### src/rtl/powerup_seq_pkg.sv
/*
 * Package for the LED driver power-up sequencer: state codes, timing
 * constants and channel count.
 * Assumes a 40 MHz system clock and a switching clock seen as a pin.
 */
package powerup_seq_pkg;

	// ************************************************
	// Clock and channels
	// ************************************************
	localparam int CLK_MHZ      = 40;   // System clock rate
	localparam int NUM_CH       = 2;    // LED sink channels
	localparam int CNT_W        = 16;   // Width of switching-cycle counters

	// ************************************************
	// Timing in its own units and as cycle counts
	// ************************************************
	localparam int FIRST_PULSE_NS  = 750;  // Least first enable pulse
	localparam int FIRST_PULSE_CYC = (FIRST_PULSE_NS * CLK_MHZ + 999) / 1000;
	localparam int OC2_MAX_NS      = 3000; // Longest 2x overcurrent reaction
	localparam int OC2_MAX_CYC     = (OC2_MAX_NS * CLK_MHZ) / 1000;
	localparam int DETECT_MIN_SW   = 3000; // Least detect delay, sw cycles
	localparam int DETECT_MAX_SW   = 4000; // Longest detect delay, sw cycles
	localparam int DETECT_SW       = 3500; // Terminal count used
	localparam int OC1_SW          = 10000; // 1x-2x overcurrent delay
	localparam int EN_LOW_SW       = 32750; // Enable-low shutdown delay
	localparam int SYNC_STAGES     = 3;    // Pin synchroniser depth

	// ************************************************
	// Sequencer states, one-hot
	// ************************************************
	typedef enum logic [6:0] {
		S_OFF    = 7'h01, // Powered down
		S_GATE   = 7'h02, // Disconnect switch turning on
		S_DETECT = 7'h04, // LED pin detection
		S_SHORT  = 7'h08, // Halted on shorted pin
		S_SOFT   = 7'h10, // Soft start
		S_RUN    = 7'h20, // Full regulation
		S_FAULT  = 7'h40  // Overcurrent shutdown
	} seq_state_t;

	localparam seq_state_t STATE_RST = S_OFF; // State after reset

endpackage : powerup_seq_pkg

### src/rtl/led_driver_powerup_sequencer.sv
/*
 * Power-up and fault sequencer for a two-channel boost LED driver:
 * enable qualification, disconnect switch, LED pin detection, soft
 * start, undervoltage levels, overcurrent and enable-low shutdown.
 * Assumes all comparator flags and the switching clock arrive as
 * asynchronous pins; the analog loop acts on the outputs.
 */
// Summary of operation
// - Start on long enable pulse, undervoltage clear
// - Frequency pin held low keeps device off
// - System check precedes any LED sink enable
// - Disconnect switch on, then check sink pins
// - Detection waits for gate-ready comparator
// - Wait 3000-4000 switching cycles before deciding
// - Classify pins: shorted, unused, or in use
// - Short halts power-up; recheck after release
// - Unused pin removed from regulation loop
// - Above twice trip current, shut down quickly
// - One-to-two times trip, shut down after 10000
// - After startup use lower undervoltage stop level
// - Soft start with reduced currents before regulation
// - Enable low 32750 cycles enters low power
`timescale 1ns/1ps

module led_driver_powerup_sequencer #(
	parameter int OC1_COUNT    = powerup_seq_pkg::OC1_SW,    // 1x-2x overcurrent delay
	parameter int EN_LOW_COUNT = powerup_seq_pkg::EN_LOW_SW  // Enable-low shutdown delay
) (
	input  wire logic                              clk_i,                 // 40 MHz clock
	input  wire logic                              rst_n_i,               // Sync reset, low
	input  wire logic                              dim_enable_i,          // Enable/dimming pin
	input  wire logic                              uv_start_i,            // Below start level
	input  wire logic                              uv_stop_i,             // Below stop level
	input  wire logic                              freq_set_sync_low_i,   // Freq pin held low
	input  wire logic                              gate_ready_i,          // Gate at VIN-offset
	input  wire logic                              sw_clk_i,              // Switching clock
	input  wire logic [powerup_seq_pkg::NUM_CH-1:0] led_above_low_i,       // Pin above 120 mV
	input  wire logic [powerup_seq_pkg::NUM_CH-1:0] led_short_i,           // Pin below 70 mV
	input  wire logic [powerup_seq_pkg::NUM_CH-1:0] led_in_use_i,          // Pin at upper level
	input  wire logic                              sense_over_1x_i,       // Above trip
	input  wire logic                              sense_over_2x_i,       // Above twice trip
	input  wire logic                              softstart_done_i,      // Sinks have headroom
	output logic                                   disconnect_gate_on_o,  // Switch drive on
	output logic      [powerup_seq_pkg::NUM_CH-1:0] sink_enable_o,         // Sink on per channel
	output logic      [powerup_seq_pkg::NUM_CH-1:0] regulation_mask_o,     // Channel in loop
	output logic      [powerup_seq_pkg::NUM_CH-1:0] channel_unused_o,      // Removed channel
	output logic                                   soft_start_o,          // Reduced currents
	output logic                                   startup_done_o,        // Full regulation
	output logic                                   uv_stop_select_o,      // Lower UV level
	output logic                                   short_halt_o,          // Halted on short
	output logic                                   overcurrent_fault_o,   // Overcurrent latched
	output logic                                   low_power_o            // Low-power shutdown
);

	localparam int N  = powerup_seq_pkg::NUM_CH; // Channel count
	localparam int NS = 9 + 3 * N;               // Pins through synchroniser

	// ************************************************
	// Synchronised pin levels
	// ************************************************
	logic [NS-1:0] pins_raw;   // All asynchronous pins
	logic [NS-1:0] pins_s;     // Their synchronised levels
	logic          en_s;       // Enable high
	logic          uv_start_s; // Below start level
	logic          uv_stop_s;  // Below stop level
	logic          fset_low_s; // Frequency pin low
	logic          gate_rdy_s; // Gate comparator tripped
	logic          swclk_s;    // Switching clock level
	logic          oc1_s;      // Above trip current
	logic          oc2_s;      // Above twice trip
	logic          ss_done_s;  // Soft start finished
	logic [N-1:0]  above_s;    // Pins above low threshold
	logic [N-1:0]  short_s;    // Pins shorted
	logic [N-1:0]  in_use_s;   // Pins at in-use level

	assign pins_raw = {led_in_use_i, led_short_i, led_above_low_i, softstart_done_i,
		sense_over_2x_i, sense_over_1x_i, sw_clk_i, gate_ready_i, freq_set_sync_low_i,
		uv_stop_i, uv_start_i, dim_enable_i};

	// One synchroniser for every pin
	pin_sync3 #(
		.W (NS)
	) u_sync (
		.clk_i   (clk_i),
		.rst_n_i (rst_n_i),
		.pin_i   (pins_raw),
		.level_o (pins_s)
	);

	// Unpack the synchronised levels
	assign en_s       = pins_s[0];
	assign uv_start_s = pins_s[1];
	assign uv_stop_s  = pins_s[2];
	assign fset_low_s = pins_s[3];
	assign gate_rdy_s = pins_s[4];
	assign swclk_s    = pins_s[5];
	assign oc1_s      = pins_s[6];
	assign oc2_s      = pins_s[7];
	assign ss_done_s  = pins_s[8];
	assign above_s    = pins_s[9 +: N];
	assign short_s    = pins_s[9 + N +: N];
	assign in_use_s   = pins_s[9 + 2 * N +: N];

	// ************************************************
	// Switching clock tick
	// ************************************************
	logic swclk_d_ff; // Previous switching clock level
	logic sw_tick;    // Rising edge of switching clock

	// Edge detect on the accepted level
	always_ff @(posedge clk_i) begin
		if (!rst_n_i) begin
			swclk_d_ff <= 1'b0;
		end else begin
			swclk_d_ff <= swclk_s;
		end
	end

	assign sw_tick = swclk_s && !swclk_d_ff;

	// ************************************************
	// State and counters
	// ************************************************
	powerup_seq_pkg::seq_state_t state_ff;  // Sequencer state
	powerup_seq_pkg::seq_state_t nxt_state;
	logic [5:0]   pulse_ff;     // Enable-high clock cycles while off
	logic [5:0]   nxt_pulse;
	logic         pulse_ok;     // First pulse long enough
	logic [N-1:0] det_done;     // Channel detection delay elapsed
	logic         oc1_done;     // 1x overcurrent lasted long enough
	logic         en_low_done;  // Enable low long enough
	logic         powered;      // Any powered state
	logic         uv_now;       // Undervoltage at the level in force

	// Per-channel detection delay counters
	generate
		for (genvar c = 0; c < N; c++) begin : g_det
			tick_counter #(
				.W    (powerup_seq_pkg::CNT_W),
				.TERM (powerup_seq_pkg::DETECT_SW)
			) u_det (
				.clk_i   (clk_i),
				.rst_n_i (rst_n_i),
				.clear_i ((state_ff != powerup_seq_pkg::S_DETECT) || !above_s[c]),
				.tick_i  (sw_tick),
				.done_o  (det_done[c])
			);
		end
	endgenerate

	// Continuous 1x-2x overcurrent delay
	tick_counter #(
		.W    (powerup_seq_pkg::CNT_W),
		.TERM (OC1_COUNT)
	) u_oc1 (
		.clk_i   (clk_i),
		.rst_n_i (rst_n_i),
		.clear_i (!oc1_s || !powered),
		.tick_i  (sw_tick),
		.done_o  (oc1_done)
	);

	// Enable-low shutdown delay
	tick_counter #(
		.W    (powerup_seq_pkg::CNT_W),
		.TERM (EN_LOW_COUNT)
	) u_enlow (
		.clk_i   (clk_i),
		.rst_n_i (rst_n_i),
		.clear_i (en_s || (state_ff == powerup_seq_pkg::S_OFF)),
		.tick_i  (sw_tick),
		.done_o  (en_low_done)
	);

	// Powered means switch on and not latched off
	assign powered = (state_ff != powerup_seq_pkg::S_OFF)
		&& (state_ff != powerup_seq_pkg::S_FAULT);
	// Lower stop level once startup is done
	assign uv_now  = (state_ff == powerup_seq_pkg::S_RUN) ? uv_stop_s : uv_start_s;
	assign pulse_ok = (pulse_ff >= 6'(powerup_seq_pkg::FIRST_PULSE_CYC));

	// ************************************************
	// Output registers
	// ************************************************
	logic         gate_on_ff;   // Switch drive
	logic [N-1:0] sink_en_ff;   // Sink enables
	logic [N-1:0] reg_mask_ff;  // Channels in loop
	logic [N-1:0] unused_ff;    // Channels removed
	logic         soft_ff;      // Soft start
	logic         run_ff;       // Startup done
	logic         short_ff;     // Short halt
	logic         fault_ff;     // Overcurrent latched
	logic         lowpwr_ff;    // Low-power shutdown
	logic         nxt_gate_on;
	logic [N-1:0] nxt_sink_en;
	logic [N-1:0] nxt_reg_mask;
	logic [N-1:0] nxt_unused;
	logic         nxt_soft;
	logic         nxt_run;
	logic         nxt_short;
	logic         nxt_fault;
	logic         nxt_lowpwr;

	// ************************************************
	// Next state and outputs
	// ************************************************
	always_comb begin
		nxt_state  = state_ff;
		nxt_unused = unused_ff;
		nxt_lowpwr = lowpwr_ff;
		// Measure the first enable pulse while off
		if (en_s && (state_ff == powerup_seq_pkg::S_OFF)) begin
			nxt_pulse = pulse_ok ? pulse_ff : pulse_ff + 6'h01;
		end else begin
			nxt_pulse = 6'h00;
		end
		case (state_ff)
			// Wait for qualified start
			powerup_seq_pkg::S_OFF: begin
				if (en_s && pulse_ok && !uv_start_s && !fset_low_s) begin
					nxt_state  = powerup_seq_pkg::S_GATE;
					nxt_unused = '0;
					nxt_lowpwr = 1'b0;
				end
			end
			// Switch turning on
			powerup_seq_pkg::S_GATE: begin
				if (gate_rdy_s) begin
					nxt_state = powerup_seq_pkg::S_DETECT;
				end
			end
			// Pin detection, short halts at once
			powerup_seq_pkg::S_DETECT: begin
				if (|short_s) begin
					nxt_state = powerup_seq_pkg::S_SHORT;
				end else if (&det_done) begin
					nxt_state  = powerup_seq_pkg::S_SOFT;
					nxt_unused = ~in_use_s;
				end
			end
			// Halted until the short clears, then recheck
			powerup_seq_pkg::S_SHORT: begin
				if (!(|short_s)) begin
					nxt_state = powerup_seq_pkg::S_DETECT;
				end
			end
			// Soft start until sinks have headroom
			powerup_seq_pkg::S_SOFT: begin
				if (ss_done_s) begin
					nxt_state = powerup_seq_pkg::S_RUN;
				end
			end
			// Regulating, or latched off
			powerup_seq_pkg::S_RUN, powerup_seq_pkg::S_FAULT: begin
				nxt_state = state_ff;
			end
			default: begin
				nxt_state = powerup_seq_pkg::S_OFF;
			end
		endcase
		// Supply and frequency pin drop the device
		if (powered && (uv_now || fset_low_s)) begin
			nxt_state = powerup_seq_pkg::S_OFF;
		end
		// Overcurrent latches off
		if (powered && (oc2_s || oc1_done)) begin
			nxt_state = powerup_seq_pkg::S_FAULT;
		end
		// Long enable low ends everything
		if ((state_ff != powerup_seq_pkg::S_OFF) && en_low_done) begin
			nxt_state  = powerup_seq_pkg::S_OFF;
			nxt_lowpwr = 1'b1;
		end
		// Outputs follow the next state
		nxt_gate_on  = (nxt_state != powerup_seq_pkg::S_OFF)
			&& (nxt_state != powerup_seq_pkg::S_FAULT);
		nxt_soft     = (nxt_state == powerup_seq_pkg::S_SOFT);
		nxt_run      = (nxt_state == powerup_seq_pkg::S_RUN);
		nxt_short    = (nxt_state == powerup_seq_pkg::S_SHORT);
		nxt_fault    = (nxt_state == powerup_seq_pkg::S_FAULT);
		nxt_reg_mask = (nxt_soft || nxt_run) ? ~nxt_unused : '0;
		nxt_sink_en  = en_s ? nxt_reg_mask : '0;
	end

	// Register state, counters and outputs
	always_ff @(posedge clk_i) begin
		if (!rst_n_i) begin
			state_ff    <= powerup_seq_pkg::STATE_RST;
			pulse_ff    <= 6'h00;
			gate_on_ff  <= 1'b0;
			sink_en_ff  <= '0;
			reg_mask_ff <= '0;
			unused_ff   <= '0;
			soft_ff     <= 1'b0;
			run_ff      <= 1'b0;
			short_ff    <= 1'b0;
			fault_ff    <= 1'b0;
			lowpwr_ff   <= 1'b0;
		end else begin
			state_ff    <= nxt_state;
			pulse_ff    <= nxt_pulse;
			gate_on_ff  <= nxt_gate_on;
			sink_en_ff  <= nxt_sink_en;
			reg_mask_ff <= nxt_reg_mask;
			unused_ff   <= nxt_unused;
			soft_ff     <= nxt_soft;
			run_ff      <= nxt_run;
			short_ff    <= nxt_short;
			fault_ff    <= nxt_fault;
			lowpwr_ff   <= nxt_lowpwr;
		end
	end

	// ************************************************
	// Port drive
	// ************************************************
	assign disconnect_gate_on_o = gate_on_ff;
	assign sink_enable_o        = sink_en_ff;
	assign regulation_mask_o    = reg_mask_ff;
	assign channel_unused_o     = unused_ff;
	assign soft_start_o         = soft_ff;
	assign startup_done_o       = run_ff;
	assign uv_stop_select_o     = run_ff;
	assign short_halt_o         = short_ff;
	assign overcurrent_fault_o  = fault_ff;
	assign low_power_o          = lowpwr_ff;

endmodule : led_driver_powerup_sequencer

### src/rtl/pin_sync3.sv
/*
 * Three-flop pin synchroniser: output takes a new value once the
 * second and third stages agree.
 * Assumes inputs are asynchronous levels from analog comparators or pins.
 */
`timescale 1ns/1ps

module pin_sync3 #(
	parameter int W = 1 // Number of pins
) (
	input  wire logic         clk_i,   // System clock
	input  wire logic         rst_n_i, // Synchronous reset, active low
	input  wire logic [W-1:0] pin_i,   // Asynchronous pin levels
	output logic      [W-1:0] level_o  // Filtered, synchronised levels
);

	logic [W-1:0] meta_ff;  // First stage, read only by second
	logic [W-1:0] s2_ff;    // Second stage
	logic [W-1:0] s3_ff;    // Third stage
	logic [W-1:0] level_ff; // Accepted level
	logic [W-1:0] nxt_level;

	// ************************************************
	// Accept a change once stages two and three agree
	// ************************************************
	always_comb begin
		nxt_level = (s2_ff & s3_ff) | (level_ff & (s2_ff | s3_ff));
	end

	// Register the stages
	always_ff @(posedge clk_i) begin
		if (!rst_n_i) begin
			meta_ff  <= '0;
			s2_ff    <= '0;
			s3_ff    <= '0;
			level_ff <= '0;
		end else begin
			meta_ff  <= pin_i;
			s2_ff    <= meta_ff;
			s3_ff    <= s2_ff;
			level_ff <= nxt_level;
		end
	end

	assign level_o = level_ff;

endmodule : pin_sync3

### src/rtl/tick_counter.sv
/*
 * Saturating counter of switching-clock ticks with a terminal flag.
 * Assumes tick_i is a one-cycle pulse in the system clock domain.
 */
`timescale 1ns/1ps

module tick_counter #(
	parameter int W    = 16,  // Counter width
	parameter int TERM = 3500 // Terminal count
) (
	input  wire logic clk_i,   // System clock
	input  wire logic rst_n_i, // Synchronous reset, active low
	input  wire logic clear_i, // Restart from zero
	input  wire logic tick_i,  // One switching-clock tick
	output logic      done_o   // Terminal count reached
);

	logic [W-1:0] cnt_ff;  // Ticks so far
	logic [W-1:0] nxt_cnt;
	logic         at_term; // Saturated at terminal

	// ************************************************
	// Count, clear wins, hold at terminal
	// ************************************************
	always_comb begin
		at_term = (cnt_ff == W'(TERM));
		nxt_cnt = cnt_ff;
		if (clear_i) begin
			nxt_cnt = '0;
		end else if (tick_i && !at_term) begin
			nxt_cnt = cnt_ff + W'(1);
		end
	end

	// Register the count
	always_ff @(posedge clk_i) begin
		if (!rst_n_i) begin
			cnt_ff <= '0;
		end else begin
			cnt_ff <= nxt_cnt;
		end
	end

	assign done_o = at_term;

endmodule : tick_counter

### config.mk
export PLATFORM = sky130hd
export DESIGN_NAME = led_driver_powerup_sequencer
export DESIGN_NICKNAME = d
export VERILOG_FILES = /design/src/rtl/powerup_seq_pkg.sv /design/src/rtl/led_driver_powerup_sequencer.sv /design/src/rtl/pin_sync3.sv /design/src/rtl/tick_counter.sv
export SDC_FILE = /design/constraint.sdc
export NUM_CORES = 1
export LEC_CHECK = 0
export BUFFER_PORTS_ARGS = -buffer_cell sky130_fd_sc_hd__buf_2
export CAP_MARGIN = 20
export CORE_UTILIZATION = 62
export CTS_CLUSTER_DIAMETER = 100
export DETAILED_ROUTE_END_ITERATION = 8
export PLACE_DENSITY = 0.86
export SLEW_MARGIN = 20
export SYNTH_ARGS = -nofsm -noshare
export SYNTH_HDL_FRONTEND = slang
export SYNTH_SLANG_ARGS = --single-unit
### constraint.sdc
create_clock -name clk_i -period 3.9 [get_ports clk_i]
set_clock_uncertainty 0.2 [all_clocks]
set_input_delay 0.585 -clock clk_i [delete_from_list [all_inputs] [get_ports clk_i]]
set_output_delay 0.585 -clock clk_i [all_outputs]
set_load 0.01 [all_outputs]
* Word level (Yosys, flattened, before mapping)
Index checks and enable logic that the tools add are counted.
** Word-level totals
- Flip-flop bits (word level) :: 150
- Output and inout bits :: 13
- Logic and storage cells :: 116
** Cells by class
- Add/sub/neg operators :: 5
- Order comparisons :: 1
- Eq/ne operators :: 20
- Mux-type cells :: 19
- Bitwise gates (word level) :: 7
- Reductions and logical operators :: 44
** Operator list (number)
- 16-bit by 1-bit adder with 16-bit output (second input constant) :: 4
- 7-bit two-way mux :: 9
- 7-bit one-hot mux with 6 select lines :: 1
- 16-bit by 12-bit == test with 1-bit output (second input constant) :: 2
- 15-bit AND :: 2
- 15-bit bitwise OR :: 2
- 16-bit by 14-bit == test with 1-bit output (second input constant) :: 1
- 16-bit by 15-bit == test with 1-bit output (second input constant) :: 1
- 7-bit by 4-bit == test with 1-bit output (second input constant) :: 2
- 7-bit by 5-bit == test with 1-bit output (second input constant) :: 2
- 7-bit by 6-bit == test with 1-bit output (second input constant) :: 2
- 7-bit == test (second input constant) :: 2
- 1-bit logical AND :: 14
- 7-bit by 1-bit inequality test with 1-bit output (second input constant) :: 2
- 7-bit inequality test (second input constant) :: 2
- 2-bit OR reduction :: 6
- 1-bit zero test :: 11
- 2-bit two-way mux :: 4
- 2-bit AND reduction :: 4
- 7-bit by 1-bit == test with 1-bit output (second input constant) :: 1
- 7-bit by 2-bit == test with 1-bit output (second input constant) :: 1
- 7-bit by 3-bit == test with 1-bit output (second input constant) :: 1
- 1-bit logical OR :: 7
- 7-bit by 3-bit inequality test with 1-bit output (second input constant) :: 1
- other kinds (7) :: 12

* Depth between registers and ports, before layout
Gate-level depths: netlist of the first run.
- Depth in word-level cells :: 12
- Gate-level depth with buffers :: 8

* By module
Synthesis of the first run repeated with hierarchy kept, for this count alone.
** Second synthesis, totals
- Cells, all modules :: 711
- Area, all modules :: 6495.0 sq um
** Modules (own cells, without submodules)
- pin_sync3 :: times used 1, cells each 156, area an instance 1761.7 sq um, sequential area each 1201.2 sq um
- tick_counter at g_det[0].u_det ... :: times used 2, cells each 102, area an instance 852.1 sq um, sequential area each 320.3 sq um
- led_driver_powerup_sequencer :: times used 1, cells each 165, area an instance 1422.6 sq um, sequential area each 520.5 sq um
- tick_counter at u_oc1 :: times used 1, cells each 94, area an instance 805.8 sq um, sequential area each 320.3 sq um
- tick_counter at u_enlow :: times used 1, cells each 92, area an instance 800.8 sq um, sequential area each 320.3 sq um

* Worst setup path after synthesis of the first run
No wires, ideal clock.
- Kind :: register to register
- Start :: reg state_ff[6]
- End :: reg short_ff (netlist: short_halt_o)
- Setup time :: 0.092 ns
- Data arrival time :: 2.079 ns
- Data required time :: 3.608 ns
- Path slack :: 1.529 ns
- Cell stages (with the launch flop) :: 8
- Buffers on the path :: 2
- Cell sequence :: dfxtp_1 > buf_4 > or4b_1 > or2_4 > a21boi_2 > or3b_4 > buf_6 > nor4_1
** Between the ends
- Longest elaborated chain between the ends :: 8
- Elaborated cells on any way between the ends :: 27
** RTL lines
- from (decl) :: RTL line led_driver_powerup_sequencer.sv:124 : powerup_seq_pkg::seq_state_t state_ff;
- from (signal assigned) :: RTL line led_driver_powerup_sequencer.sv:288 : state_ff <= powerup_seq_pkg::STATE_RST;
- from (signal assigned) :: RTL line led_driver_powerup_sequencer.sv:300 : state_ff <= nxt_state;
- branches (longest 6 deep; another with 7-bit by 6-bit == test with 1-bit output)
- 7-bit two-way mux (*) :: RTL line led_driver_powerup_sequencer.sv:270 : if ((state_ff != powerup_seq_pkg::S_OFF) && en_low_done) begin
- 7-bit by 4-bit == test with 1-bit output (*) :: RTL line led_driver_powerup_sequencer.sv:279 : nxt_short = (nxt_state == powerup_seq_pkg::S_SHORT);
- to (signal assigned) :: RTL line led_driver_powerup_sequencer.sv:308 : short_ff <= nxt_short;
- to (decl) :: RTL line led_driver_powerup_sequencer.sv:191 : logic short_ff;
Mark *: on every way between the ends.
A chain may end at the register's enable or synchronous reset.

* Worst setup path in the final report of the first run
- Start :: reg g_det[1].u_det.cnt_ff[2]
- End :: reg sink_en_ff[1] (netlist: sink_enable_o[1])
** Between the ends
- Longest elaborated chain between the ends :: 11
- Elaborated cells on any way between the ends :: 16
** RTL lines
- from (decl) :: RTL line tick_counter.sv:18 : logic [W-1:0] cnt_ff;
- from (signal assigned) :: RTL line tick_counter.sv:40 : cnt_ff <= nxt_cnt;
- 16-bit by 12-bit == test with 1-bit output (*) :: RTL line tick_counter.sv:26 : at_term = (cnt_ff == W'(TERM));
- 2-bit AND reduction (*) :: RTL line led_driver_powerup_sequencer.sv:236 : end else if (&det_done) begin
- 7-bit two-way mux :: RTL line led_driver_powerup_sequencer.sv:236
- 7-bit two-way mux :: RTL line led_driver_powerup_sequencer.sv:234 : if (|short_s) begin
- 7-bit one-hot mux with 6 select lines :: RTL line led_driver_powerup_sequencer.sv:217 : case (state_ff)
- 7-bit two-way mux :: RTL line led_driver_powerup_sequencer.sv:262 : if (powered && (uv_now || fset_low_s)) begin
- 7-bit two-way mux :: RTL line led_driver_powerup_sequencer.sv:266 : if (powered && (oc2_s || oc1_done)) begin
- 7-bit two-way mux :: RTL line led_driver_powerup_sequencer.sv:270
- 7-bit by 5-bit == test with 1-bit output or 7-bit by 6-bit == test with 1-bit output (tied branches) :: RTL line led_driver_powerup_sequencer.sv:277, led_driver_powerup_sequencer.sv:278
- 1-bit logical OR :: RTL line led_driver_powerup_sequencer.sv:281 : nxt_reg_mask = (nxt_soft || nxt_run) ? ~nxt_unused : '0;
- 2-bit two-way mux (*) :: RTL line led_driver_powerup_sequencer.sv:281
- to (signal assigned) :: RTL line led_driver_powerup_sequencer.sv:303 : sink_en_ff <= nxt_sink_en;
- to (decl) :: RTL line led_driver_powerup_sequencer.sv:186 : logic [N-1:0] sink_en_ff;
Mark *: on every way between the ends. The rest lies on a longest branch, timed or not.

==> results of run 1 <==
==> metal layers <==
metal	track usage, %	routed length (um)
met5	0	0
met1	33.1	5700
met2	44.3	6270
met4	9.48	199
met3	6.56	688
==> Yosys cell counts (4+ instances only) <==
library cell	number
dfxtp_1	150
nor2_1	75
and2_1	53
nand2_1	45
nand4_1	31
o21ai_0	31
a21oi_1	30
xor2_1	29
inv_1	26
nand3_1	23
xnor2_1	22
clkbuf_1	21
nor4_1	18
or3_1	16
a21boi_0	15
ha_1	10
and4_1	9
nor3_1	9
and3_1	7
nor2b_1	6
a41oi_1	4
nand2b_1	4
nor4bb_1	4
or4_1	4
==> flip-flops by register name (all words and copies together) (netlist names) <==
name and cells:
channel_unused_o 2, disconnect_gate_on_o 1, g_det.u_det.cnt_ff 32, low_power_o 1
overcurrent_fault_o 1, pulse_ff 6, regulation_mask_o 2, short_halt_o 1
sink_enable_o 2, soft_start_o 1, startup_done_o 1, state_ff 7
swclk_d_ff 1, u_enlow.cnt_ff 16, u_oc1.cnt_ff 16, u_sync.level_o 15
u_sync.meta_ff 15, u_sync.s2_ff 15, u_sync.s3_ff 15
==> kinds of logic after synthesis <==
group,synth area share (%)
and+or+nand+nor,27.7
DFF,49.0
AOI/OAI and AO/OA,10.7
xor gates and xnor gates,7.28
buffers and inverters,3.31
adders and majority gates,2.04
==> worst paths after layout <==
check                                          end  slack (ps)  cells after the start
worst min register to register         pulse_ff[5]         230                      2
worst max register to register    sink_enable_o[1]        1190                      5
worst min-delay path            u_sync.meta_ff[10]          60                      2
worst max-delay path              sink_enable_o[1]        1190                      5
==> layout make-up <==
cell class                 count  area [sq um]
clock inverter                13           175
inverter                      26          97.6
sequential                   150          3000
fill                         642          2460
timing repair buffer          33           175
multi-input combinational    479          2930
clock buffer                  18           418
tap                          129           161
==> report_power, final <==
group / internal [mW] / switching (mW) / total [mW]
clock: 0.981 / 0.658 / 1.64
sequential: 1.55 / 0.00759 / 1.56
combinational: 0.0195 / 0.0175 / 0.0370
==> impl_metrics.json, run 1 <==
{
  "status": "finished clean",
  "h-tree-depth": 4,
  "setup_violations": 0,
  "period_needed_ps": 2710,
  "final_cell_mix": "150 x dfxtp_1, 75 x nor2_1, 53 x and2_1",
  "whs_ps": 64.3,
  "ys_seq_area_share_pct": 49.0,
  "drt_pass1_iterations": 5,
  "path_class": "flip-flop to flip-flop",
  "dp_slack_ps": 1360,
  "finalWorstSetupSlack_ps": 1190,
  "worstSkewPairLatency_ps": 520,
  "min-delay-path-class": "primary input to flip-flop",
  "path_buf_inv": 0,
  "ys_seq_elements": 150,
  "grt_start_max_net_pins": 61,
  "maxCapViolCount": 0,
  "wl_per_cell_um": 15.2,
  "ir_drop_mv": 0.310,
  "drive_above_1_share_pct": 9.46,
  "powerDensity_mw_per_mm2": 465,
  "avgSynthCellArea_sq_um": 9.03,
  "drtIter0Drc": 265,
  "clkSinkCount": 150,
  "start_util_pct": 65.1,
  "die_x_um": 101,
  "cts_tree": "yes",
  "cp.required_ps": 4090,
  "drc_errors": 0,
  "worstReg2RegStart": "g_det[1].u_det.cnt_ff[2]",
  "async_reset_ff_share_pct": 0,
  "dp.cells": 817,
  "slowest_stage": "dfxtp_1",
  "ant_nets": 0,
  "ys.flop_type": "dfxtp_1",
  "p_total_mw": 3.23,
  "tns_ps": 0,
  "gp_congestion": 0.864,
  "antenna_found_initial": 0,
  "grt_usage_pct": 26.4,
  "post_cts_buffers": 0,
  "critPathMaxFanout": 13,
  "final_nets": 734,
  "final_util_pct": 73.9,
  "die_y_um": 101,
  "yosysWarnings": 0,
  "place.port_buffers": 29,
  "slew_headroom_pct": 55.0,
  "syn_inst": 679,
  "leakagePower_nw": 2.38,
  "ys_types": 48,
  "cts_hold_buf": 0,
  "cts_buffers": 17,
  "cp.arrival_ps": 2900,
  "crit_family": "simple AND/OR/NAND/NOR gates",
  "synth-edff-count": 0,
  "drv_slew": 0,
  "path_clk_slew_ps": 60,
  "clock_tree.root_cell": "clkbuf_8",
  "hpwl_um": 8050,
  "fin_crit_sh_pct": 69.5,
  "rsz0062_at_grt": "false",
  "yosys.area.top_type_share_pct": 49.0,
  "worst_pin_slew_ps": 673,
  "yosysTopAreaCell": "dfxtp_1",
  "clk_path_buf_depth": 2,
  "vias_per_cell": 5.88,
  "startpoint_type": "flip-flop",
  "critPathMaxStageDelay_ps": 590,
  "core_area_sq_mm": 0.00942,
  "fin_area_sq_mm": 0.00696,
  "fmax_ghz": 0.369,
  "place_area_sq_mm": 0.00636,
  "hp-start": "led_above_low_i[1]",
  "path_cells": "nor4bb_1, and4_1, nand3_1, o22a_1, a2111oi_1",
  "num_rows": 35,
  "grt_overflow": 0,
  "yosys-top-cells-area": "dfxtp_1 49%, and2_1 5.4%, nor2_1 4.6%",
  "diodes": 0,
  "grt_pass1_vias": 4661,
  "layout_commonest_cell": "dfxtp_1",
  "syn-num-nets": 706,
  "io_pins": 30,
  "syn_area_sq_mm": 0.00613,
  "totalWireLength_um": 12900,
  "die-area_sq_mm": 0.0103,
  "crit_path_end_kind": "flip-flop",
  "area_growth_pct": 13.4,
  "cts_resized": 0,
  "stdcell_count": 848,
  "crit_start": "g_det[1].u_det.cnt_ff[2]",
  "grt_pass1_wl_um": 21300,
  "hold_violations": 0,
  "via_count": 4982
}
No activity file was read; power rests on OpenSTA's default activity.
==> run 2: changes to the inputs <==
--- a/config.mk
+++ b/config.mk
@@ -5,12 +5,13 @@
 export SDC_FILE = /design/constraint.sdc
 export NUM_CORES = 1
 export LEC_CHECK = 0
+export ABC_AREA = 1
 export BUFFER_PORTS_ARGS = -buffer_cell sky130_fd_sc_hd__buf_2
 export CAP_MARGIN = 20
-export CORE_UTILIZATION = 62
+export CORE_UTILIZATION = 55
 export CTS_CLUSTER_DIAMETER = 100
 export DETAILED_ROUTE_END_ITERATION = 8
-export PLACE_DENSITY = 0.86
+export PLACE_DENSITY = 0.81
 export SLEW_MARGIN = 20
 export SYNTH_ARGS = -nofsm -noshare
 export SYNTH_HDL_FRONTEND = slang
==> constraint.sdc (replaced) <==
create_clock -name clk_i -period 2.38 [get_ports clk_i]
set_clock_uncertainty 0.2 [all_clocks]
set_input_delay 0.357 -clock clk_i [delete_from_list [all_inputs] [get_ports clk_i]]
set_output_delay 0.357 -clock clk_i [all_outputs]
set_load 0.01 [all_outputs]
==> impl_metrics.json, run 2 <==
{
  "ant_nets": 0,
  "grt_overflow": 0,
  "drt_pass1_iterations": 4,
  "final_nets": 964,
  "clock_tree.root_cell": "clkbuf_16",
  "path_class": "flip-flop to flip-flop",
  "diodes": 0,
  "fin_crit_sh_pct": 89.9,
  "yosys-top-cells-count": "184 x nand2_1, 154 x inv_1, 150 x dfxtp_1",
  "fmax_ghz": 0.468,
  "ys_seq_area_share_pct": 46.3,
  "top_regs": "g_det.u_det.cnt_ff: 32 flops, u_enlow.cnt_ff: 16 flops, u_oc1.cnt_ff: 16 flops",
  "start_util_pct": 56.5,
  "leakagePower_nw": 3.11,
  "ir_drop_mv": 0.625,
  "cp.required_ps": 2490,
  "drtIter0Drc": 325,
  "clkSinkCount": 150,
  "cts_tree": "yes",
  "finalWorstSetupSlack_ps": 242,
  "antenna_found_initial": 0,
  "yosys.area.top_type_share_pct": 46.3,
  "critPathMaxStageDelay_ps": 390,
  "ys_seq_elements": 150,
  "h-tree-depth": 4,
  "status": "finished clean",
  "layout_commonest_cell": "nand2_1",
  "slew_headroom_pct": 62.4,
  "grt_start_max_net_pins": 63,
  "grt_pass1_wl_um": 22400,
  "synth-edff-count": 0,
  "syn-num-nets": 910,
  "rsz0062_at_grt": "false",
  "synth.most_common_cell": "nand2_1",
  "cp.arrival_ps": 2250,
  "avgSynthCellArea_sq_um": 7.34,
  "drt-met1-wl_um": 5840,
  "syn_inst": 883,
  "maxCapViolCount": 0,
  "largest-register": "g_det.u_det.cnt_ff",
  "num_rows": 39,
  "syn_area_sq_mm": 0.00648,
  "wl_per_cell_um": 11.7,
  "startpoint_type": "flip-flop",
  "crit_path_frequent_cell": "nand2_1",
  "dp_slack_ps": 279,
  "regArea_sq_mm": 0.00300,
  "drive_above_1_share_pct": 10.2,
  "drc_errors": 0,
  "crit_family": "simple AND/OR/NAND/NOR gates",
  "yosysWarnings": 0,
  "wl_met2_um": 6210,
  "crit_path_end_kind": "flip-flop",
  "hpwl_um": 8600,
  "grt_pass1_vias": 5222,
  "die-area_sq_mm": 0.0122,
  "ys.flop_type": "dfxtp_1",
  "io_pins": 30,
  "period_needed_ps": 2140,
  "setup_violations": 0,
  "slowest_stage": "dfxtp_1",
  "final_cell_mix": "184 x nand2_1, 154 x inv_1, 150 x dfxtp_1",
  "critPathMaxFanout": 11,
  "area_growth_pct": 15.2,
  "multiInputGateArea_sq_mm": 0.00279,
  "path_cells": "inv_1, ha_1, nand3_1, nor4_1, nand2_1, nand2_1, buf_4, nor3_1, nand2_1, o21ai_0, nor2_1",
  "totalWireLength_um": 12700,
  "hold_violations": 0,
  "top_layer_used": "met4",
  "die_y_um": 111,
  "final.fill_count": 919,
  "yosysTopAreaCell": "dfxtp_1",
  "async_reset_ff_share_pct": 0,
  "powerDensity_mw_per_mm2": 683,
  "yosys-top-cells-area": "dfxtp_1 46%, nand2_1 11%, inv_1 8.9%",
  "largest_reg_flops": 32,
  "ys_types": 43,
  "die_x_um": 111,
  "place.port_buffers": 29,
  "final_util_pct": 65.1,
  "tns_ps": 0,
  "grt_usage_pct": 22.2,
  "worst_pin_slew_ps": 564,
  "vias_per_cell": 5.06,
  "min-delay-path-class": "primary input to flip-flop",
  "cts_buffers": 17,
  "core_area_sq_mm": 0.0115,
  "drv_slew": 0,
  "worstSkewPairLatency_ps": 420,
  "path_clk_slew_ps": 60,
  "dr_wl_met3_um": 400,
  "via_count": 5518,
  "path_buf_inv": 2,
  "clk_path_buf_depth": 2,
  "gp_congestion": 0.920
}
==> run 2: kinds of logic after synthesis <==
| family | after synthesis | share of synthesized area, % |
|---|---|---|
| adder cells (fa/ha/maj) | 13 | 2.39 |
| XOR/XNOR | 12 | 1.62 |
| AO/OA/AOI/OAI | 139 | 11.5 |
| AND/OR/NAND/NOR | 391 | 27.5 |
| buffers and inverters | 178 | 10.7 |
| flip-flops | 150 | 46.3 |
==> run 2: report_power, final <==
part	switching (mW)	total (mW)	internal [mW]
sequential	0.0133	2.56	2.54
combinational	0.0465	0.0879	0.0414
clock	1.03	2.45	1.43
==> run 2: per-layer routing <==
layer / GRT usage, % / vias to the layer above
li1: - / 2907
met1: 26.5 / 2493
met2: 38.2 / 90
met3: 4.83 / 28
met4: 9.87 / 0
met5: 0 / -
==> run 2: tightest hold or removal path, cell delays in order <==
cell and delay, ps:
buf_2 110, clkinv_1 190, nor2_1 70
==> run 2: stage by stage <==
stage | cells | hold slack (ps) | area, sq um | power, mW
after global routing | 1091 | 202 | 7460 | 5.26
after global placement | 1046 | 194 | 6780 | 2.67
after floorplan | 883 | 190 | 6480 | 2.65
after detailed placement | 1046 | 198 | 6780 | 2.68
final | 1091 | 162 | 7460 | 5.10
after CTS | 1091 | 149 | 7460 | 5.12
==> run 2: repair_timing <==
action | CTS | global route
gates resized for setup | 0 | 0
hold buffers | 15 | 0
setup buffers | 0 | 0
endpoints found under the hold margin | 15 | 0
setup endpoints to repair | 0 | 0
==> run 2: final cells by class <==
| cell class | instances | area share (%) |
|---|---|---|
| multi-input cells | 555 | 37.4 |
| well taps | 143 | 2.40 |
| clock buffers | 19 | 5.80 |
| flip-flops and latches | 150 | 40.2 |
| repair buffers | 51 | 4.66 |
| clock inverters | 11 | 1.41 |
| inverters | 162 | 8.15 |
==> run 2: final timing paths <==
check                                        start            endpoint  slack [ps]  cells past startpoint
worst min register to register  u_sync.meta_ff[11]    u_sync.s2_ff[11]         220                      2
worst min-delay path                       rst_n_i         state_ff[1]         160                      3
worst max register to register   u_enlow.cnt_ff[0]  u_enlow.cnt_ff[11]         240                     11
worst max-delay path             u_enlow.cnt_ff[0]  u_enlow.cnt_ff[11]         240                     11
